[src/shared/sup_pkg.sv]
// Shared constants, types and register map of the supervisor block.
package sup_pkg;

   // ****************************************************************
   // Clock and stretch timing
   // ****************************************************************
   localparam int unsigned CLK_HZ       = 40_000_000;
   localparam int unsigned MS_PER_S     = 1000;
   // Stretch times in milliseconds for select codes 0 to 3.
   localparam int unsigned STRETCH_MS_0 = 50;
   localparam int unsigned STRETCH_MS_1 = 100;
   localparam int unsigned STRETCH_MS_2 = 200;
   localparam int unsigned STRETCH_MS_3 = 300;
   // Cycle counts; a least time, and all of them divide exactly.
   localparam int unsigned STRETCH_CYC_0 = STRETCH_MS_0 * (CLK_HZ / MS_PER_S);
   localparam int unsigned STRETCH_CYC_1 = STRETCH_MS_1 * (CLK_HZ / MS_PER_S);
   localparam int unsigned STRETCH_CYC_2 = STRETCH_MS_2 * (CLK_HZ / MS_PER_S);
   localparam int unsigned STRETCH_CYC_3 = STRETCH_MS_3 * (CLK_HZ / MS_PER_S);
   localparam int unsigned CNT_W         = 24;
   typedef logic [CNT_W-1:0] cnt_t;

   // ****************************************************************
   // Register map and fields
   // ****************************************************************
   localparam logic [7:0] REG_CONTROL    = 8'h00;
   localparam logic [7:0] REG_STATUS     = 8'h04;
   localparam logic [7:0] REG_IRQ_STATUS = 8'h08;
   localparam logic [7:0] REG_IRQ_MASK   = 8'h0c;
   localparam logic [2:0] DEC_CONTROL    = 3'h0;
   localparam logic [2:0] DEC_STATUS     = 3'h1;
   localparam logic [2:0] DEC_IRQ_STATUS = 3'h2;
   localparam logic [2:0] DEC_IRQ_MASK   = 3'h3;
   localparam logic [2:0] DEC_NONE       = 3'h7;
   // Control fields.
   localparam int CTL_SEL_LO  = 0;
   localparam int CTL_SEL_HI  = 1;
   localparam int CTL_PROT_LO = 2;
   localparam int CTL_PROT_HI = 3;
   localparam logic [1:0] SEL_RESET  = 2'h0;
   localparam logic [1:0] PROT_RESET = 2'h0;
   localparam logic [1:0] PROT_OFF   = 2'h0;
   // Live status fields.
   localparam int STS_RESET = 0;
   localparam int STS_V2    = 1;
   localparam int STS_V3    = 2;
   localparam int STS_WP    = 3;
   // Sticky event bits, shared by status and mask.
   localparam int IRQ_W      = 4;
   localparam int IRQ_V2     = 0;
   localparam int IRQ_V3     = 1;
   localparam int IRQ_RST    = 2;
   localparam int IRQ_WREF   = 3;
   localparam logic [IRQ_W-1:0] IRQ_RESET = 4'h0;
   localparam logic [1:0] RESP_OKAY   = 2'h0;
   localparam logic [1:0] RESP_SLVERR = 2'h2;

   // ****************************************************************
   // Types
   // ****************************************************************
   typedef enum logic [1:0] {
      ST_POR     = 2'h0,
      ST_HOLD    = 2'h1,
      ST_STRETCH = 2'h3,
      ST_RUN     = 2'h2
   } rst_state_t;

   typedef struct packed {
      logic mr;
      logic supply_low;
      logic v2;
      logic v3;
      logic wp;
   } pins_t;

   typedef struct packed {
      logic valid;
      logic nonvolatile;
   } wr_req_t;

   typedef struct packed {
      logic        awvalid;
      logic [7:0]  awaddr;
      logic        wvalid;
      logic [31:0] wdata;
      logic [3:0]  wstrb;
      logic        bready;
      logic        arvalid;
      logic [7:0]  araddr;
      logic        rready;
   } axi_req_t;

   typedef struct packed {
      logic        awready;
      logic        wready;
      logic        bvalid;
      logic [1:0]  bresp;
      logic        arready;
      logic        rvalid;
      logic [31:0] rdata;
      logic [1:0]  rresp;
   } axi_rsp_t;

endpackage

[src/logic/input_sync.sv]
// Two-stage synchroniser for the supervisor's pin inputs.
`timescale 1ns/1ps
module input_sync (
   // Clock and reset.
   input  wire logic          clk,
   input  wire logic          arst_n,
   // Raw pins and their synchronised copies.
   input  wire sup_pkg::pins_t pins_raw,
   output      sup_pkg::pins_t pins_sync
);

   typedef struct packed {
      sup_pkg::pins_t stage1;
      sup_pkg::pins_t stage2;
   } sync_state_t;

   sync_state_t st;
   sync_state_t next_st;

   // The first stage feeds only the second, so a metastable level never
   // reaches any decision logic.
   always_comb begin
      next_st        = st;
      next_st.stage1 = pins_raw;
      next_st.stage2 = st.stage1;
   end

   // All stages clear to zero, the inactive level for every pin except the two monitor inputs, where zero is the alarm level.
   always_ff @(posedge clk or negedge arst_n) begin
      if (!arst_n) begin
         st <= '0;
      end else begin
         st <= next_st;
      end
   end

   assign pins_sync = st.stage2;

endmodule

[src/logic/supervisor.sv]
// Reset supervisor with monitor outputs, write guard and register slave.
//
// Overview of operation
// - A high manual reset input starts a reset cycle and raises reset.
// - After manual reset drops, reset stays high for the stretch time.
// - Two select bits in the control register pick the stretch time.
// - Reset is high whenever the supply-low indication is present.
// - From power-up reset stays high until stretch after supply is good.
// - A high write-protect refuses every nonvolatile write.
// - Write-protect plus nonzero protection bits refuse every write.
// - The third fail output follows its comparator with no stretching.
// - The second fail output follows its comparator with no reset delay.
// - Stretch times span 50 to 300 ms through the select bits.
// - Monitor alarms latch into sticky status bits that stay set until a one is written to clear them.
`timescale 1ns/1ps
module supervisor #(
   parameter int unsigned STRETCH_CYC_0 = sup_pkg::STRETCH_CYC_0,
   parameter int unsigned STRETCH_CYC_1 = sup_pkg::STRETCH_CYC_1,
   parameter int unsigned STRETCH_CYC_2 = sup_pkg::STRETCH_CYC_2,
   parameter int unsigned STRETCH_CYC_3 = sup_pkg::STRETCH_CYC_3
) (
   // Clock and reset.
   input  wire logic             clk,
   input  wire logic             arst_n,
   // Supervisor pins.
   input  wire sup_pkg::pins_t   pins,
   output      logic             reset_out,
   output      logic             second_monitor_fail_out,
   output      logic             third_monitor_fail_out,
   // Write gate for the storage and potentiometer logic.
   input  wire sup_pkg::wr_req_t wr_req,
   output      logic             wr_grant,
   output      logic             wr_refuse,
   // Register bus.
   input  wire sup_pkg::axi_req_t axi_in,
   output      sup_pkg::axi_rsp_t axi_out,
   // Interrupt.
   output      logic             irq
);

   // ****************************************************************
   // State
   // ****************************************************************
   typedef struct packed {
      sup_pkg::rst_state_t    fsm;
      sup_pkg::cnt_t          cnt;
      logic                   reset_out;
      logic                   v2_out;
      logic                   v3_out;
      logic [1:0]             stretch_sel;
      logic [1:0]             protect;
      logic [sup_pkg::IRQ_W-1:0] irq_status;
      logic [sup_pkg::IRQ_W-1:0] irq_mask;
      logic                   irq;
      logic                   wr_grant;
      logic                   wr_refuse;
      logic                   aw_got;
      logic [7:0]             aw_addr;
      logic                   w_got;
      logic [31:0]            w_data;
      logic [3:0]             w_strb;
      sup_pkg::axi_rsp_t      rsp;
   } sup_state_t;

   sup_state_t     st;
   sup_state_t     next_st;
   sup_pkg::pins_t ps;
   sup_pkg::cnt_t  target;
   sup_pkg::cnt_t  target_m1;
   logic           src_any;
   logic           wr_block;

   // ****************************************************************
   // Input synchroniser
   // ****************************************************************
   input_sync u_input_sync (
      .clk       (clk),
      .arst_n    (arst_n),
      .pins_raw  (pins),
      .pins_sync (ps)
   );

   // ****************************************************************
   // Helpers
   // ****************************************************************

   // Maps a byte address onto a register code; unaligned is unmapped.
   function automatic logic [2:0] decode_reg(input logic [7:0] addr);
      case (addr)
         sup_pkg::REG_CONTROL:    decode_reg = sup_pkg::DEC_CONTROL;
         sup_pkg::REG_STATUS:     decode_reg = sup_pkg::DEC_STATUS;
         sup_pkg::REG_IRQ_STATUS: decode_reg = sup_pkg::DEC_IRQ_STATUS;
         sup_pkg::REG_IRQ_MASK:   decode_reg = sup_pkg::DEC_IRQ_MASK;
         default:                 decode_reg = sup_pkg::DEC_NONE;
      endcase
   endfunction

   // Picks the stretch length for a select code.
   function automatic sup_pkg::cnt_t stretch_len(input logic [1:0] sel);
      case (sel)
         2'h0:    stretch_len = sup_pkg::cnt_t'(STRETCH_CYC_0);
         2'h1:    stretch_len = sup_pkg::cnt_t'(STRETCH_CYC_1);
         2'h2:    stretch_len = sup_pkg::cnt_t'(STRETCH_CYC_2);
         default: stretch_len = sup_pkg::cnt_t'(STRETCH_CYC_3);
      endcase
   endfunction

   // Stretch target follows the live select bits; a change mid-stretch
   // takes effect at once rather than waiting for the next cycle.
   always_comb begin
      target    = stretch_len(st.stretch_sel);
      target_m1 = target - sup_pkg::cnt_t'(1);
   end

   // Any reset source, after synchronisation.
   assign src_any  = ps.mr | ps.supply_low;
   // Volatile writes are blocked only with protection bits set.
   assign wr_block = ps.wp & (st.protect != sup_pkg::PROT_OFF);

   // ****************************************************************
   // Next-state logic
   // ****************************************************************
   always_comb begin
      logic [2:0]                wdec;
      logic [2:0]                rdec;
      logic [sup_pkg::IRQ_W-1:0] clr;
      logic [sup_pkg::IRQ_W-1:0] set;
      logic [31:0]               rword;
      wdec    = sup_pkg::DEC_NONE;
      rdec    = sup_pkg::DEC_NONE;
      clr     = '0;
      set     = '0;
      rword   = '0;
      next_st = st;

      // Reset sequencer: hold while a source is present, then stretch.
      case (st.fsm)
         sup_pkg::ST_POR, sup_pkg::ST_HOLD: begin
            next_st.cnt = '0;
            if (src_any) begin
               next_st.fsm = sup_pkg::ST_HOLD;
            end else begin
               next_st.fsm = sup_pkg::ST_STRETCH;
            end
         end
         sup_pkg::ST_STRETCH: begin
            if (src_any) begin
               next_st.fsm = sup_pkg::ST_HOLD;
               next_st.cnt = '0;
            end else if (st.cnt >= target_m1) begin
               next_st.fsm = sup_pkg::ST_RUN;
               next_st.cnt = '0;
            end else begin
               next_st.cnt = st.cnt + sup_pkg::cnt_t'(1);
            end
         end
         sup_pkg::ST_RUN: begin
            if (src_any) begin
               next_st.fsm = sup_pkg::ST_HOLD;
            end
         end
         default: begin
            next_st.fsm = sup_pkg::ST_POR;
            next_st.cnt = '0;
         end
      endcase
      next_st.reset_out = (next_st.fsm != sup_pkg::ST_RUN);

      // Monitor outputs: one register stage, no filtering.
      next_st.v2_out = ps.v2;
      next_st.v3_out = ps.v3;

      // Write gate answers each request with a one-cycle pulse.
      next_st.wr_grant  = 1'b0;
      next_st.wr_refuse = 1'b0;
      if (wr_req.valid) begin
         if (wr_block || (ps.wp && wr_req.nonvolatile)) begin
            next_st.wr_refuse = 1'b1;
         end else begin
            next_st.wr_grant = 1'b1;
         end
      end

      // Events: alarm is a comparator below its trip level.
      set[sup_pkg::IRQ_V2]   = ~ps.v2;
      set[sup_pkg::IRQ_V3]   = ~ps.v3;
      set[sup_pkg::IRQ_RST]  = src_any;
      set[sup_pkg::IRQ_WREF] = next_st.wr_refuse;

      // Write channel: address and data are taken in either order.
      if (axi_in.awvalid && st.rsp.awready) begin
         next_st.aw_got  = 1'b1;
         next_st.aw_addr = axi_in.awaddr;
      end
      if (axi_in.wvalid && st.rsp.wready) begin
         next_st.w_got  = 1'b1;
         next_st.w_data = axi_in.wdata;
         next_st.w_strb = axi_in.wstrb;
      end
      if (st.rsp.bvalid && axi_in.bready) begin
         next_st.rsp.bvalid = 1'b0;
      end
      if (next_st.aw_got && next_st.w_got && !next_st.rsp.bvalid) begin
         wdec               = decode_reg(next_st.aw_addr);
         next_st.aw_got     = 1'b0;
         next_st.w_got      = 1'b0;
         next_st.rsp.bvalid = 1'b1;
         next_st.rsp.bresp  = sup_pkg::RESP_OKAY;
         // All fields sit in byte lane 0; other lanes carry nothing.
         if (next_st.w_strb[0]) begin
            case (wdec)
               sup_pkg::DEC_CONTROL: begin
                  next_st.stretch_sel = next_st.w_data[
                     sup_pkg::CTL_SEL_HI:sup_pkg::CTL_SEL_LO];
                  next_st.protect = next_st.w_data[
                     sup_pkg::CTL_PROT_HI:sup_pkg::CTL_PROT_LO];
               end
               sup_pkg::DEC_IRQ_STATUS: begin
                  clr = next_st.w_data[sup_pkg::IRQ_W-1:0];
               end
               sup_pkg::DEC_IRQ_MASK: begin
                  next_st.irq_mask = next_st.w_data[sup_pkg::IRQ_W-1:0];
               end
               default: begin
               end
            endcase
         end
         if (wdec == sup_pkg::DEC_NONE) begin
            next_st.rsp.bresp = sup_pkg::RESP_SLVERR;
         end
      end
      next_st.rsp.awready = !next_st.aw_got && !next_st.rsp.bvalid;
      next_st.rsp.wready  = !next_st.w_got && !next_st.rsp.bvalid;

      // Sticky bits: a new event in the clearing cycle wins.
      next_st.irq_status = (st.irq_status & ~clr) | set;
      next_st.irq = |(next_st.irq_status & next_st.irq_mask);

      // Read channel: one read outstanding, answered the next cycle.
      if (st.rsp.rvalid && axi_in.rready) begin
         next_st.rsp.rvalid = 1'b0;
      end
      if (axi_in.arvalid && st.rsp.arready) begin
         rdec = decode_reg(axi_in.araddr);
         case (rdec)
            sup_pkg::DEC_CONTROL: begin
               rword[sup_pkg::CTL_SEL_HI:sup_pkg::CTL_SEL_LO] =
                  st.stretch_sel;
               rword[sup_pkg::CTL_PROT_HI:sup_pkg::CTL_PROT_LO] = st.protect;
            end
            sup_pkg::DEC_STATUS: begin
               rword[sup_pkg::STS_RESET] = st.reset_out;
               rword[sup_pkg::STS_V2]    = ps.v2;
               rword[sup_pkg::STS_V3]    = ps.v3;
               rword[sup_pkg::STS_WP]    = ps.wp;
            end
            sup_pkg::DEC_IRQ_STATUS: begin
               rword[sup_pkg::IRQ_W-1:0] = st.irq_status;
            end
            sup_pkg::DEC_IRQ_MASK: begin
               rword[sup_pkg::IRQ_W-1:0] = st.irq_mask;
            end
            default: begin
               rword = '0;
            end
         endcase
         next_st.rsp.rvalid = 1'b1;
         next_st.rsp.rdata  = rword;
         next_st.rsp.rresp  = (rdec == sup_pkg::DEC_NONE) ?
                              sup_pkg::RESP_SLVERR : sup_pkg::RESP_OKAY;
      end
      next_st.rsp.arready = !next_st.rsp.rvalid;
   end

   // ****************************************************************
   // State register
   // ****************************************************************

   // Reset comes up asserted: the system is held from the first edge.
   always_ff @(posedge clk or negedge arst_n) begin
      if (!arst_n) begin
         st             <= '0;
         st.fsm         <= sup_pkg::ST_POR;
         st.reset_out   <= 1'b1;
         st.stretch_sel <= sup_pkg::SEL_RESET;
         st.protect     <= sup_pkg::PROT_RESET;
         st.irq_status  <= sup_pkg::IRQ_RESET;
         st.irq_mask    <= sup_pkg::IRQ_RESET;
         st.rsp.awready <= 1'b1;
         st.rsp.wready  <= 1'b1;
         st.rsp.arready <= 1'b1;
      end else begin
         st <= next_st;
      end
   end

   // Outputs straight from the state register.
   assign reset_out               = st.reset_out;
   assign second_monitor_fail_out = st.v2_out;
   assign third_monitor_fail_out  = st.v3_out;
   assign wr_grant                = st.wr_grant;
   assign wr_refuse               = st.wr_refuse;
   assign axi_out                 = st.rsp;
   assign irq                     = st.irq;
endmodule

[config.mk]
export PLATFORM = sky130hd
export DESIGN_NAME = supervisor
export DESIGN_NICKNAME = d
export VERILOG_FILES = /design/src/shared/sup_pkg.sv /design/src/logic/input_sync.sv /design/src/logic/supervisor.sv
export SDC_FILE = /design/constraint.sdc
export NUM_CORES = 1
export LEC_CHECK = 0
export BUFFER_PORTS_ARGS = -buffer_cell sky130_fd_sc_hd__buf_2
export CORE_MARGIN = 10
export CORE_UTILIZATION = 48
export CTS_CLUSTER_DIAMETER = 80
export DETAILED_ROUTE_END_ITERATION = 7
export GPL_ROUTABILITY_DRIVEN = 0
export PLACE_DENSITY = 0.86
export SLEW_MARGIN = 15
export SYNTH_ARGS = -nofsm -noshare
export SYNTH_HDL_FRONTEND = slang
export SYNTH_SLANG_ARGS = --single-unit
[constraint.sdc]
create_clock -name clk -period 2.5 [get_ports clk]
set_input_delay 0.5 -clock clk [delete_from_list [all_inputs] [get_ports clk]]
set_output_delay 0.5 -clock clk [all_outputs]
set_load 0.005 [all_outputs]
======== Word level (Yosys, flattened, before mapping) ========
Index checks and enable logic that the tools add are counted.
cells by class
  bitwise operators ....................... 8
  equality and inequality tests ........... 19
  magnitude comparators ................... 1
  reduce and logical (&&, ||, !) cells .... 27
  muxes and demuxes ....................... 32
  add/sub/neg operators ................... 2
operator list
  cell                                                  number
  one-hot mux 24 bit (3 select lines)                   1
  one-hot mux 24 bit (2 select lines)                   1
  two-way mux 37 bit                                    1
  two-way mux 35 bit                                    1
  equality test 8 x 4 -> 1 bit (second input constant)  4
  two-way mux 26 bit                                    1
  adder 24 x 1 -> 24 bit (second input constant)        1
  greater-or-equal comparator 24 bit                    1
  two-way mux 24 bit                                    1
  two-way mux 4 bit                                     6
  one-hot mux 3 bit (4 select lines)                    2
  subtractor 24 x 1 -> 24 bit (second input constant)   1
  equality test 8 x 3 -> 1 bit (second input constant)  2
  logical NOT 8 bit                                     2
  one-hot mux 4 bit (4 select lines)                    1
  equality test 3 x 2 -> 1 bit (second input constant)  4
  two-way mux 2 bit                                     6
  logical AND 1 bit                                     10
  two-way mux 3 bit                                     3
  two-way mux 9 bit                                     1
  bitwise AND 4 bit                                     2
  equality test 2 bit (second input constant)           3
  equality test 3 bit (second input constant)           2
  logical NOT 3 bit                                     2
  17 further kinds                                      30
storage, ports and cells
  bits in registers ....................... 113
  word-level logic and storage cells ...... 126
  input bits .............................. 66
  output and inout port bits .............. 47

======== Longest topological paths before layout ========
Gate-level depths: netlist of run 1.
  depth in word-level cells ............... 14
  gate-level depth with buffers ........... 12
  gate-level depth less buffers ........... 10

======== Hierarchy ========
From an unflattened synthesis of run 1, not the netlist that was laid out.
second synthesis, totals
  cell total of the unflattened synthesis .. 431
  area total of the unflattened synthesis .. 4325.4 um^2
by module, submodules not included
  module      instances  cells an instance  area an instance (um^2)  seq. area each (um^2)
  supervisor  1          421                4075.2                   1756.7
  input_sync  1          10                 250.2                    250.2

======== Worst setup path before layout of run 1 ========
Ideal clock, no wire load.
  path type ............................... flip-flop to flip-flop
  from .................................... register st[100] (netlist name)
  to ...................................... register st[125] (netlist name)
  clock period less this slack ............ 2.438 ns
  arrival time ............................ 2.356 ns
  path buffers ............................ 2
  setup time .............................. 0.082 ns
  cell stages (with the launch flop) ...... 13
  data required time ...................... 2.418 ns
  setup slack ............................. 0.062 ns
  path through ............................ dfrtp_1 > inv_1 > nand2_1 > inv_1 > ha_1 > and4_1 > a21o_1 > a2111oi_4 > and3_4 > buf_8 > buf_8 > a31oi_1 > a31oi_1
between the ends
  longest elaborated chain between the ends .. 7
  elaborated cells between the ends (all ways) .. 9
  those cells by class .................... 1 x add/sub; 1 x order compare; 2 x eq/ne; 4 x mux; 1 x reduce/logical
RTL lines
  item                                         line               text
  start: declaration                           supervisor.sv:65   sup_state_t st;
  start signal: assignment                     supervisor.sv:293  st <= next_st;
  equality test 2 bit (tied with other cells)  supervisor.sv:100  case (sel)
  one-hot mux 24 bit (3 select lines) (*)      supervisor.sv:100
  subtractor 24 x 1 -> 24 bit (*)              supervisor.sv:112  target_m1 = target - sup_pkg::cnt_t'(1);
  greater-or-equal comparator 24 bit (*)       supervisor.sv:150  end else if (st.cnt >= target_m1) begin
  two-way mux 24 bit (*)                       supervisor.sv:150
  two-way mux 26 bit (*)                       supervisor.sv:147  if (src_any) begin
  one-hot mux 24 bit (2 select lines) (*)      supervisor.sv:137  case (st.fsm)
Mark *: on every way between the ends. The rest lies on a longest branch, timed or not.
A chain may end at the register's enable or synchronous reset.

======== Worst setup path after layout of run 1 ========
Ends and elaborated chain as after synthesis.

==> summary.md, run 1 <==
| Metric | Value |
|---|---|
| Slew headroom | `around 52%` |
| Setup ws final | `-0.620 ps` |
| Multi-input gate area in the final layout | `~0.0021 sq mm` |
| Register Area | `about 0.0020 sq mm` |
| Worst Hold Class | `input port to asynchronous set/reset pin` |
| CP Capture Point | `st[125]` |
| DRT antenna net count | `0` |
| Simple-gate share of the synthesized area | `between 15 and 20%` |
| Drt drc | `0` |
| Yosys cell types | `between 50 and 60` |
| Post-placement cell count | `593` |
| Worst slew pin tran | `720 ps` |
| Vias in the first global route | `between 3000 and 4000` |
| Multiplexer area fraction after synthesis | `under 10%` |
| Sw frac | `33.5%` |
| CP max-delay cell | `dfrtp_1` |
| Fin crit share | `100%` |
| Hold WS | `slightly below 90 ps` |
| Psw | `1.23 mW` |
| CP Cell Sequence | `inv_2, nand2_2, inv_2, ha_1, nand4_1, nor4_4, a2111oi_4, and3_4, buf_4, a31oi_1, a31oi_1` |
| Port buffer count | `51` |
| Core Util, Final | `57.3%` |
| Layout Nets | `583` |
| Max_cap viols | `0` |
| Run status | `finished, violations left` |
| Cell count after synthesis | `approximately 430` |
| Clock slew seen by the registers of the worst setup and hold paths | `80 ps` |
| Synth Area in XOR/XNOR | `0%` |
| Root Buffer | `clkbuf_8` |
| Largest net degree at the start of global routing | `37` |
| Reg2Reg Depth | `11` |
| Mapped Avg Cell Area | `around 10 sq um` |
| Finish-stage setup viols | `1` |
| Clock share of power | `about a quarter` |
| DR vias | `3454` |
| Crit path arrival time | `around 2800 ps` |
| Async S/R FF share, synth | `100%` |
| Die Wd | `about 110 um` |
| Clock H-tree levels | `3` |
| Period minus WS final | `approximately 2500 ps` |
| Vias per Instance | `about 5.6` |
| Placement Setup Slack | `-1.68 ps` |
| Register bit total from synthesis | `80` |
| CORE AREA | `roughly 0.0088 sq mm` |
| Worst setup SP type | `flip-flop` |
| Cell row count | `34` |
| Logic gate share of total power | `just under 30%` |
| Adder-cell share of the synthesized area | `around 5.2%` |
| # diodes | `0` |
| First-pass GRT wire length | `between 15000 and 20000 um` |
| Clk buf depth | `2` |
| Cts hold-fix bufs | `0` |
| Clk sink count | `80` |
| Area Overhead vs Synth | `16.1%` |
| Post-route non-filler standard cell count | `between 600 and 700` |
| Die height | `~110 um` |
| CP required | `roughly 2800 ps` |
| Final WL | `between 10000 and 15000 um` |
| Clk_lat worst skew | `around 360 ps` |
| Crit-path max cell delay | `between 400 and 500 ps` |
| Dpl hpwl | `7470 um` |
| CTS tree | `built` |
| Critical path type | `flip-flop to flip-flop` |
| CP max FO | `5` |
| Mean routed wirelength per cell | `between 15 and 20 um` |
| First drt pass iteration count | `5` |
| IO Count | `between 100 and 150` |
| Critical Path Stages | `11` |
| Max IR drop VDD | `around 0.00036 V` |
| Register area share after synthesis | `between 40% and 50%` |
| Fill count | `684` |
| Clock Skew | `10.7 ps` |
| RSZ-0062 raised after global routing | `true` |
| R2r setup slk | `-0.6 ps` |
| Critical path's top delay family | `simple AND/OR/NAND/NOR gates` |
| Initial Util | `about half` |
| Cell Area, Synth | `around 0.0043 sq mm` |
| Largest family of logic cells by synthesized area | `simple AND/OR/NAND/NOR gates` |
| Endpoint class of the critical path | `flip-flop` |
| Max frequency | `400 MHz` |
| WP buf/inv | `3` |
| Int Pwr | `2.45 mW` |
| Grt ovf | `0` |
| Post-synthesis compound-gate area fraction | `15.2%` |
| Violated checks | `setup timing` |
| LEAKAGE | `2.41 nW` |
| CTS Buf Count | `9` |
| Synth Warn # | `0` |
| Overall Power | `approximately 3.7 mW` |
| Seq pwr share | `45.1%` |
| Worst reg2reg path startpoint | `st[100]` |
| Cell Pwr Density | `about 730 mW/mm^2` |
| Final Max Tran Viols | `0` |
| Critical Path Start | `st[100]` |
| Initial DRC Count | `approximately 220` |
| Tot GR Track Use | `around 15%` |
| Reg2reg end | `st[125]` |
| Initial antenna violation count | `0` |
| Ys flop type | `dfrtp_1` |
| Share of layout cells above drive strength 1 | `between 20 and 30%` |
| Fin. Hold Viols | `0` |
| Die Footprint | `about 0.013 sq mm` |
| Post-synth EDFFs | `0` |
kinds of logic (layout without fill, tap and decap cells):
kind of cell / count (synthesis) / count (layout)
AO/OA/AOI/OAI: 100 / 100
adder cells (fa/ha/maj): 18 / 18
buffers and inverters: 77 / 119
flip-flops: 80 / 80
multiplexers: 13 / 13
other: 2 / 33
AND/OR/NAND/NOR: 141 / 141
area by class of cell:
type,instances,area share (%)
flip-flops and latches,80,40.0
inverters,28,2.09
repair buffers,75,10.0
well taps,108,2.69
multi-input cells,305,41.3
clock inverters,6,1.40
clock buffers,10,2.54
registers in the layout (all words and copies together) (netlist names):
| register | flops |
|---|---|
| axi_out | 11 |
| irq | 1 |
| reset_out | 1 |
| second_monitor_fail_out | 1 |
| st | 53 |
| third_monitor_fail_out | 1 |
| u_input_sync.next_st | 5 |
| u_input_sync.pins_sync | 5 |
| wr_grant | 1 |
| wr_refuse | 1 |
power by group through the flow:
stage / clock network (mW) / logic, mW / registers [mW]
after floorplan: 0 / 0.656 / 1.66
after global placement: 0 / 0.872 / 1.67
after detailed placement: 0 / 0.934 / 1.68
after CTS: 0.969 / 0.951 / 1.66
after global routing: 1.03 / 1.17 / 1.69
final: 0.960 / 1.06 / 1.66
cells in the final DEF (no fill, tap or decap), types with 4 or more instances in the layout:
cell type | netlist | routed
dfrtp_1 | 76 | 76
nand2_1 | 56 | 53
buf_2 | 2 | 50
conb_1 | 2 | 33
inv_1 | 28 | 24
a21oi_1 | 25 | 23
buf_4 | 41 | 20
o21ai_0 | 18 | 18
a31oi_1 | 16 | 16
ha_1 | 18 | 14
nor2_1 | 14 | 13
nand4_1 | 11 | 11
nand2b_1 | 10 | 10
clkbuf_8 | 0 | 9
and2_1 | 7 | 7
nand3_1 | 7 | 7
o21ai_1 | 7 | 7
and3_1 | 5 | 5
a21o_1 | 5 | 5
inv_2 | 0 | 4
mux2_2 | 4 | 4
nor2b_1 | 4 | 4
o31a_1 | 4 | 4
nor3_1 | 5 | 4
a21oi_2 | 2 | 4
mux4_2 | 4 | 4
ha_4 | 0 | 4
dfstp_2 | 4 | 4
clkinv_4 | 0 | 4
worst min path at each step:
stage,depth (start not counted),to,slack [ps]
after floorplan,0,axi_out[1],200
after global placement,0,u_input_sync.pins_sync[2],330
after detailed placement,0,u_input_sync.pins_sync[1],340
after CTS,1,st[96],100
after global routing,1,st[80],110
final,1,st[110],90
synthesized netlist by cell type, drive strengths merged, types with 2 or more instances:
library cell,instances,area [sq um]
a21boi,2,15.0
a21o,5,37.5
a21oi,27,143
a221oi,2,17.5
a31o,3,26.3
a31oi,16,100
a41oi,2,17.5
and2,7,43.8
and3,6,42.5
and4,2,17.5
buf,47,367
clkbuf,2,7.51
conb,2,7.51
dfrtp,76,1900
dfstp,4,105
ha,18,225
inv,28,105
mux2,6,67.6
mux2i,3,30.0
mux4,4,90.1
nand2,56,210
nand2b,10,62.6
nand3,7,35.0
nand4,12,81.3
nor2,16,65.1
nor2b,4,25.0
nor3,7,45.0
nor4,3,55.1
o21a,3,22.5
o21ai,25,125
o31a,4,35.0
o31ai,2,15.0
or2,2,12.5
or3,3,18.8
or4,4,33.8
repair_timing:
item	in CTS	in global routing
resized for setup	3	21
setup endpoints to repair	2	18
buffers inserted	0	1
cloned	0	2
pin swaps	4	16
endpoints found under the hold margin	0	0
layer usage:
layer	share of wire, %	vias to the layer above	track usage, %
li1	-	1589	-
met1	40	1704	17.6
met2	50	139	25.5
met3	7.7	22	4.27
met4	2.3	0	6.52
met5	0	-	0
per-stage QoR:
step | setup TNS (ps) | cell area [sq um]
6_report | -0.620 | 5020
5_1_grt | -1240 | 5020
4_1_cts | 0 | 4850
2_1_floorplan | 0 | 4440
3_3_place_gp | 0 | 4640
3_5_place_dp | -1.68 | 4640
No activity file was read; power rests on OpenSTA's default activity.
==> inputs of run 2 (changes only) <==
--- a/config.mk
+++ b/config.mk
@@ -15,4 +15,5 @@
 export SLEW_MARGIN = 15
 export SYNTH_ARGS = -nofsm -noshare
 export SYNTH_HDL_FRONTEND = slang
+export SYNTH_HIERARCHICAL = 1
 export SYNTH_SLANG_ARGS = --single-unit
==> run 2 against run 1 <==
  * The run now ends clean
  * First-iteration DRC count up 11%
  * Synthesized area unchanged
  * Core utilization unchanged
  * Sequential share of layout area did not move
  * Critical path depth unchanged
  * Cell area unchanged
  * Final cell count unchanged
  * Hold slack improved by 2.2 ps
  * Critical path type unchanged
  * Largest power group unchanged
==> summary.md, run 2 <==
| Metric | Value |
|---|---|
| Run status | `complete, no violations (was finished, violations left)` |
| Ys flop type | `dfrtp_1 (unchanged)` |
| Die height | `115 um (unchanged)` |
| Yosys top cell area share | `44.0% (unchanged)` |
| Placed instance area | `0.00464 sq mm (unchanged)` |
| # diodes | `0 (unchanged)` |
| DR vias | `3462 (was 3454)` |
| Logic gate share of total power | `28.8% (was 28.9%)` |
| DRT antenna net count | `0 (unchanged)` |
| Clk_lat worst skew | `360 ps (about the same)` |
| Root Buffer | `clkbuf_8 (unchanged)` |
| Post-placement cell count | `593 (unchanged)` |
| Initial Util | `49.4% (unchanged)` |
| Initial DRC Count | `240 (was 216)` |
| Post-synth EDFFs | `0 (unchanged)` |
| Setup TNS | `0 ps (was -0.620 ps)` |
| Worst setup SP type | `flip-flop (unchanged)` |
| Cell Pwr Density | `734 mW/mm^2 (was 735 mW/mm^2)` |
| CP max-delay cell | `dfrtp_1 (unchanged)` |
| Yosys cell types | `58 (unchanged)` |
| CTS Buf Count | `9 (unchanged)` |
| Vias per Instance | `5.66 (was 5.64)` |
| Synth area leaders | `dfrtp_1 44%, buf_4 7.1%, ha_1 5.2% (unchanged)` |
| Largest net degree at the start of global routing | `37 (unchanged)` |
| Register area share after synthesis | `46.4% (unchanged)` |
| Max reg flops | `53 (unchanged)` |
| Die Footprint | `0.0132 sq mm (unchanged)` |
| Mapped Avg Cell Area | `10.0 sq um (unchanged)` |
| Fin. Hold Viols | `0 (unchanged)` |
| Mean routed wirelength per cell | `17.0 um (about the same)` |
| Max frequency | `401 MHz (was 400 MHz)` |
| Max IR drop VDD | `0.000362 V (about the same)` |
| Final WL | `10400 um (about the same)` |
| LEAKAGE | `2.41 nW (unchanged)` |
| Vias in the first global route | `3496 (unchanged)` |
| Post-route cell area | `0.00502 sq mm (unchanged)` |
| First drt pass iteration count | `5 (unchanged)` |
| RSZ-0062 raised after global routing | `true (unchanged)` |
| CTS tree | `built (unchanged)` |
| Reg2reg end | `st[125] (unchanged)` |
| Async S/R FF share, synth | `100% (unchanged)` |
| Commonest cells after routing, fill and taps aside | `76 x dfrtp_1, 53 x nand2_1, 50 x buf_2, 33 x conb_1, 24 x inv_1 (unchanged)` |
| Period minus WS final | `2500 ps (about the same)` |
| Layout Nets | `583 (unchanged)` |
| Seq pwr share | `45.2% (was 45.1%)` |
| Area Overhead vs Synth | `16.1% (unchanged)` |
| CP Cell Sequence | `inv_2, nand2_2, inv_2, ha_1, nand4_1, nor4_4, a2111oi_4, and3_4, buf_4, a31oi_1, a31oi_1 (unchanged)` |
| Cell count after synthesis | `431 (unchanged)` |
| Clock slew seen by the registers of the worst setup and hold paths | `80 ps (about the same)` |
| CORE AREA | `0.00876 sq mm (unchanged)` |
| Placement Setup Slack | `-1.68 ps (unchanged)` |
| Port buffer count | `51 (unchanged)` |
| Post-route non-filler standard cell count | `612 (unchanged)` |
| Clock Skew | `10.7 ps (about the same)` |
| CP max FO | `5 (unchanged)` |
| Final Max Tran Viols | `0 (unchanged)` |
| Die Wd | `115 um (unchanged)` |
| Crit path arrival time | `2770 ps (was 2780 ps)` |
| Synth area leader | `dfrtp_1 (unchanged)` |
| Cell Area, Synth | `0.00433 sq mm (unchanged)` |
| Register with the most flip-flops | `st (unchanged)` |
| Count leader, synth | `dfrtp_1 (unchanged)` |
| Reg2Reg Depth | `11 (unchanged)` |
| First-pass GRT wire length | `16500 um (unchanged)` |
| Clock share of power | `26.0% (about the same)` |
| Worst Hold Class | `input port to asynchronous set/reset pin (unchanged)` |
| Int Pwr | `2.45 mW (about the same)` |
| Most common cell after layout, fill and taps aside | `dfrtp_1 (unchanged)` |
| Slew headroom | `50.7% (was 51.9%)` |
| Cts hold-fix bufs | `0 (unchanged)` |
| Tot GR Track Use | `15.1% (unchanged)` |
| Top post-synthesis cells by count | `76 x dfrtp_1, 56 x nand2_1, 41 x buf_4 (unchanged)` |
| Clk sink count | `80 (unchanged)` |
| Initial antenna violation count | `0 (unchanged)` |
| Fin crit share | `99.8% (was 100%)` |
| Worst reg2reg path startpoint | `st[100] (unchanged)` |
| Drt drc | `0 (unchanged)` |
| Synth Warn # | `6 (was 0)` |
| Finish-stage setup viols | `0 (was 1)` |
| Clk buf depth | `2 (unchanged)` |
| CP required | `2770 ps (about the same)` |
| Hold WS | `89.4 ps (was 87.2 ps)` |
| Clock H-tree levels | `3 (unchanged)` |
| Endpoint class of the critical path | `flip-flop (unchanged)` |
| Register bit total from synthesis | `80 (unchanged)` |
| Core Util, Final | `57.3% (unchanged)` |
| Cell row count | `34 (unchanged)` |
| Worst slew pin tran | `738 ps (was 720 ps)` |
| R2r setup slk | `4 ps (was -0.6 ps)` |
| Sw frac | `33.4% (was 33.5%)` |
| Crit-path max cell delay | `410 ps (about the same)` |
| Grt ovf | `0 (unchanged)` |
| Share of layout cells above drive strength 1 | `27.6% (unchanged)` |
| Overall Power | `3.68 mW (was 3.69 mW)` |
| Psw | `1.23 mW (about the same)` |
| Setup ws final | `3.92 ps (was -0.620 ps)` |
| Dpl hpwl | `7470 um (unchanged)` |
| Max_cap viols | `0 (unchanged)` |
| Critical path type | `flip-flop to flip-flop (unchanged)` |
| IO Count | `113 (unchanged)` |
==> run 2: final cells by class <==
class | count | area, sq um
Tap cell | 108 | 135
Inverter | 28 | 105
Multi-Input combinational cell | 305 | 2070
Sequential cell | 80 | 2010
Clock inverter | 6 | 70.1
Clock buffer | 10 | 128
Timing Repair Buffer | 75 | 502
Fill cell | 684 | 3740
==> run 2: worst max-delay path by stage <==
| stage | from | to | slack, ps | depth (start not counted) |
|---|---|---|---|---|
| final | st[100] | st[125] | 4 | 11 |
| after global routing | st[101] | st[125] | -130 | 11 |
| after CTS | st[101] | st[113] | 2 | 11 |
| after detailed placement | axi_in[54] | irq | -2 | 7 |
| after global placement | axi_in[54] | irq | 20 | 7 |
| after floorplan | st[100] | st[125] | 60 | 12 |
==> run 2: repair_timing <==
action,4_1_cts,5_1_grt
resized for setup,3,21
pin swaps,4,16
buffers inserted,0,1
cloned,0,2
setup endpoints to repair,2,18
==> run 2: worst max-delay path: cells and delay by family (launching register included) <==
kind	cells	cell delay (ps)
AO/OA/AOI/OAI	3	660
adder cells (fa/ha/maj)	1	240
flip-flops	1	410
buffers and inverters	3	360
AND/OR/NAND/NOR	4	750
==> run 2: kinds of logic (layout without fill, tap and decap cells) <==
group	Yosys count	in the layout	synth area share, %
simple gates	141	141	17.6
compound gates	100	100	15.2
flops	80	80	46.4
buf+inv	77	119	11.1
fa+ha+maj	18	18	5.21
mux	13	13	4.34
other cells	2	33	0.174
==> run 2: routing by layer <==
| layer | wire [um] | up-vias | track usage [%] |
|---|---|---|---|
| met3 | 802 | 22 | 4.27 |
| met4 | 240 | 0 | 6.52 |
| li1 | - | 1589 | - |
| met1 | 4160 | 1706 | 17.6 |
| met2 | 5200 | 145 | 25.5 |
| met5 | 0 | - | 0 |
==> run 2: power groups by stage <==
| stage | Sequential, mW | Clock [mW] | Combinational (mW) |
|---|---|---|---|
| 5_1_grt | 1.69 | 1.03 | 1.17 |
| 4_1_cts | 1.66 | 0.969 | 0.951 |
| 3_5_place_dp | 1.68 | 0 | 0.934 |
| 6_report | 1.67 | 0.957 | 1.06 |
| 2_1_floorplan | 1.66 | 0 | 0.656 |
| 3_3_place_gp | 1.67 | 0 | 0.872 |
==> inputs of run 3 (changes only) <==
==> constraint.sdc (replaced) <==
create_clock -name clk -period 2.2 [get_ports clk]
set_input_delay 0.44 -clock clk [delete_from_list [all_inputs] [get_ports clk]]
set_output_delay 0.44 -clock clk [all_outputs]
set_load 0.005 [all_outputs]
==> run 3 against run 2 <==
  * The flow now finishes with violations (setup timing)
  * Setup slack got worse by 340 ps
  * Clock power increased by 11%
  * Non-clock buffer count increased by 35
  * Sequential share of layout area decreased by 2.1 points
  * Fmax decreased by 1.4%
  * Via count increased by 5.2%
  * Critical path depth increased by 1
  * Cell area increased by 5.7%
  * Core utilization increased by 3.3 points
  * Critical endpoint is now st[120]
  * Largest cell class unchanged
  * Highest routed layer unchanged
==> summary.md, run 3 (synthesis results as in run 2) <==
| Metric | Value |
|---|---|
| Run status | `finished, violations left (was complete, no violations)` |
| Violated checks | `setup timing` |
| Period minus WS final | `2530 ps (was 2500 ps)` |
| Die Wd | `115 um (unchanged)` |
| Placement Setup Slack | `-284 ps (was -1.68 ps)` |
| Clk sink count | `80 (unchanged)` |
| CP Cell Sequence | `inv_2, nand2_4, inv_4, ha_1, nand4_1, buf_4, nor2_1, a221oi_2, and3_4, buf_12, nand2_1, a31oi_1 (was inv_2, nand2_2, inv_2, ha_1, nand4_1, nor4_4, a2111oi_4, and3_4, buf_4, a31oi_1, a31oi_1)` |
| Vias in the first global route | `3704 (was 3496)` |
| Critical path type | `flip-flop to flip-flop (unchanged)` |
| DR vias | `3643 (was 3462)` |
| R2r setup slk | `-330 ps (was 4 ps)` |
| Port buffer count | `51 (unchanged)` |
| Worst Hold Class | `input port to asynchronous set/reset pin (unchanged)` |
| Die Footprint | `0.0132 sq mm (unchanged)` |
| Reg2reg end | `st[120] (was st[125])` |
| DRT antenna net count | `0 (unchanged)` |
| Mean routed wirelength per cell | `17.1 um (was 17.0 um)` |
| Fin crit share | `115% (was 99.8%)` |
| Multi-input gate area in the final layout | `0.00213 sq mm (was 0.00207 sq mm)` |
| Max frequency | `395 MHz (was 401 MHz)` |
| Share of layout cells above drive strength 1 | `34.9% (was 27.6%)` |
| Most common cell after layout, fill and taps aside | `dfrtp_1 (unchanged)` |
| Post-placement cell count | `624 (was 593)` |
| CP required | `2450 ps (was 2770 ps)` |
| Fin. Hold Viols | `0 (unchanged)` |
| Max_cap viols | `0 (unchanged)` |
| Met3 Resource Use GR | `4.64% (was 4.27%)` |
| Dpl hpwl | `8030 um (was 7470 um)` |
| Critical path's top delay family | `simple AND/OR/NAND/NOR gates (unchanged)` |
| Max reg flops | `53 (unchanged)` |
| Grt ovf | `0 (unchanged)` |
| # diodes | `0 (unchanged)` |
| Clock Skew | `11.3 ps (was 10.7 ps)` |
| CTS tree | `built (unchanged)` |
| Crit path arrival time | `2780 ps (was 2770 ps)` |
| Drt drc | `0 (unchanged)` |
| CP max-delay cell | `dfrtp_2 (was dfrtp_1)` |
| First-pass GRT wire length | `17800 um (was 16500 um)` |
| Initial Util | `49.4% (unchanged)` |
| Register with the most flip-flops | `st (unchanged)` |
| Endpoint class of the critical path | `flip-flop (unchanged)` |
| Setup TNS | `-6040 ps (was 0 ps)` |
| Fill count | `681 (was 684)` |
| Clock H-tree levels | `3 (unchanged)` |
| Met2 Track Usage GR | `26.1% (was 25.5%)` |
| Worst slew pin tran | `613 ps (was 738 ps)` |
| Area Overhead vs Synth | `22.7% (was 16.1%)` |
| IO Count | `113 (unchanged)` |
| CTS Buf Count | `9 (unchanged)` |
| Slew headroom | `59.1% (was 50.7%)` |
| Clk_lat worst skew | `360 ps (about the same)` |
| Final WL | `11100 um (was 10400 um)` |
| CP max FO | `13 (was 5)` |
| Initial DRC Count | `288 (was 240)` |
| Cts hold-fix bufs | `0 (unchanged)` |
| Initial antenna violation count | `0 (unchanged)` |
| Layer with the highest usage | `met2 (unchanged)` |
| Die height | `115 um (unchanged)` |
| Clock slew seen by the registers of the worst setup and hold paths | `90 ps (was 80 ps)` |
| Worst setup SP type | `flip-flop (unchanged)` |
| Hold WS | `28.0 ps (was 89.4 ps)` |
| CORE AREA | `0.00876 sq mm (unchanged)` |
| GR Util met1 | `19.8% (was 17.6%)` |
| LEAKAGE | `2.59 nW (was 2.41 nW)` |
| Worst reg2reg path startpoint | `st[101] (was st[100])` |
| Finish-stage setup viols | `27 (was 0)` |
| Placed instance area | `0.00490 sq mm (was 0.00464 sq mm)` |
| Clk buf depth | `2 (unchanged)` |
| Post-route non-filler standard cell count | `647 (was 612)` |
| Layout Nets | `618 (was 583)` |
| Post-route cell area | `0.00531 sq mm (was 0.00502 sq mm)` |
| Commonest cells after routing, fill and taps aside | `75 x dfrtp_1, 55 x buf_4, 51 x nand2_1, 50 x buf_2, 33 x conb_1 (was 76 x dfrtp_1, 53 x nand2_1, 50 x buf_2, 33 x conb_1, 24 x inv_1)` |
| Max IR drop VDD | `0.000437 V (was 0.000362 V)` |
| Crit-path max cell delay | `470 ps (was 410 ps)` |
| Register Area | `0.00201 sq mm (about the same)` |
| Largest net degree at the start of global routing | `36 (was 37)` |
| Vias per Instance | `5.63 (was 5.66)` |
| Cell Pwr Density | `805 mW/mm^2 (was 734 mW/mm^2)` |
| Tot GR Track Use | `16.3% (was 15.1%)` |
| Final Max Tran Viols | `0 (unchanged)` |
| RSZ-0062 raised after global routing | `true (unchanged)` |
| Cell row count | `34 (unchanged)` |
| Root Buffer | `clkbuf_8 (unchanged)` |
| Reg2Reg Depth | `12 (was 11)` |
| WP buf/inv | `4 (was 3)` |
| First drt pass iteration count | `5 (unchanged)` |
| Setup ws final | `-332 ps (was 3.92 ps)` |
run 3: changes by cell type in the layout (fill, tap and decap cells not counted), moves of 3 or more:
| cell | previous run | this run |
|---|---|---|
| clkinvlp_4 | 0 | 3 |
| a21oi_2 | 4 | 7 |
| clkinv_4 | 4 | 0 |
| o21ai_0 | 18 | 15 |
| a21oi_1 | 23 | 20 |
| buf_4 | 20 | 55 |
| o21ai_2 | 0 | 3 |
run 3: worst max-delay path by stage:
| stage | to | slack [ps] | from | depth (start not counted) |
|---|---|---|---|---|
| floorplan | st[125] | -160 | st[100] | 12 |
| detailed placement | st[121] | -280 | st[101] | 11 |
| global route | st[108] | -410 | st[101] | 12 |
| finish | st[120] | -330 | st[101] | 12 |
| CTS | st[108] | -220 | st[100] | 11 |
| global placement | irq | -220 | axi_in[54] | 7 |
run 3: final cells by class:
class                   instances  share of cell area (%)
multi-input cells             305                    40.1
flip-flops and latches         80                    37.8
repair buffers                110                    13.9
clock buffers                  10                    2.59
well taps                     108                    2.55
inverters                      28                    2.03
clock inverters                 6                   0.967
run 3: timing repair:
action	in CTS	in global routing
resized for setup	20	16
setup buffers	7	1
pin swaps	12	11
hold endpoints to repair	0	0
endpoints found under the setup margin	29	30
run 3: per-stage QoR:
step / total power, mW / utilization [%]
after floorplan: 2.64 / -
after global placement: 2.97 / 56.0
after detailed placement: 3.05 / 56.0
after CTS: 4.21 / 59.8
after global routing: 4.50 / 60.6
final: 4.27 / 60.6
run 3: power breakdown:
group	switching, mW	internal, mW	leakage [nW]
clock	0.604	0.457	0.0875
sequential	0.168	1.74	0.998
combinational	0.718	0.586	1.51
run 3: metal layers:
metal | share of wire [%] | up-vias | wire, um
met1 | 40 | 1768 | 4400
met2 | 49 | 184 | 5420
met3 | 8.8 | 26 | 981
met4 | 2.6 | 0 | 290
met5 | 0 | - | 0
li1 | - | 1665 | -
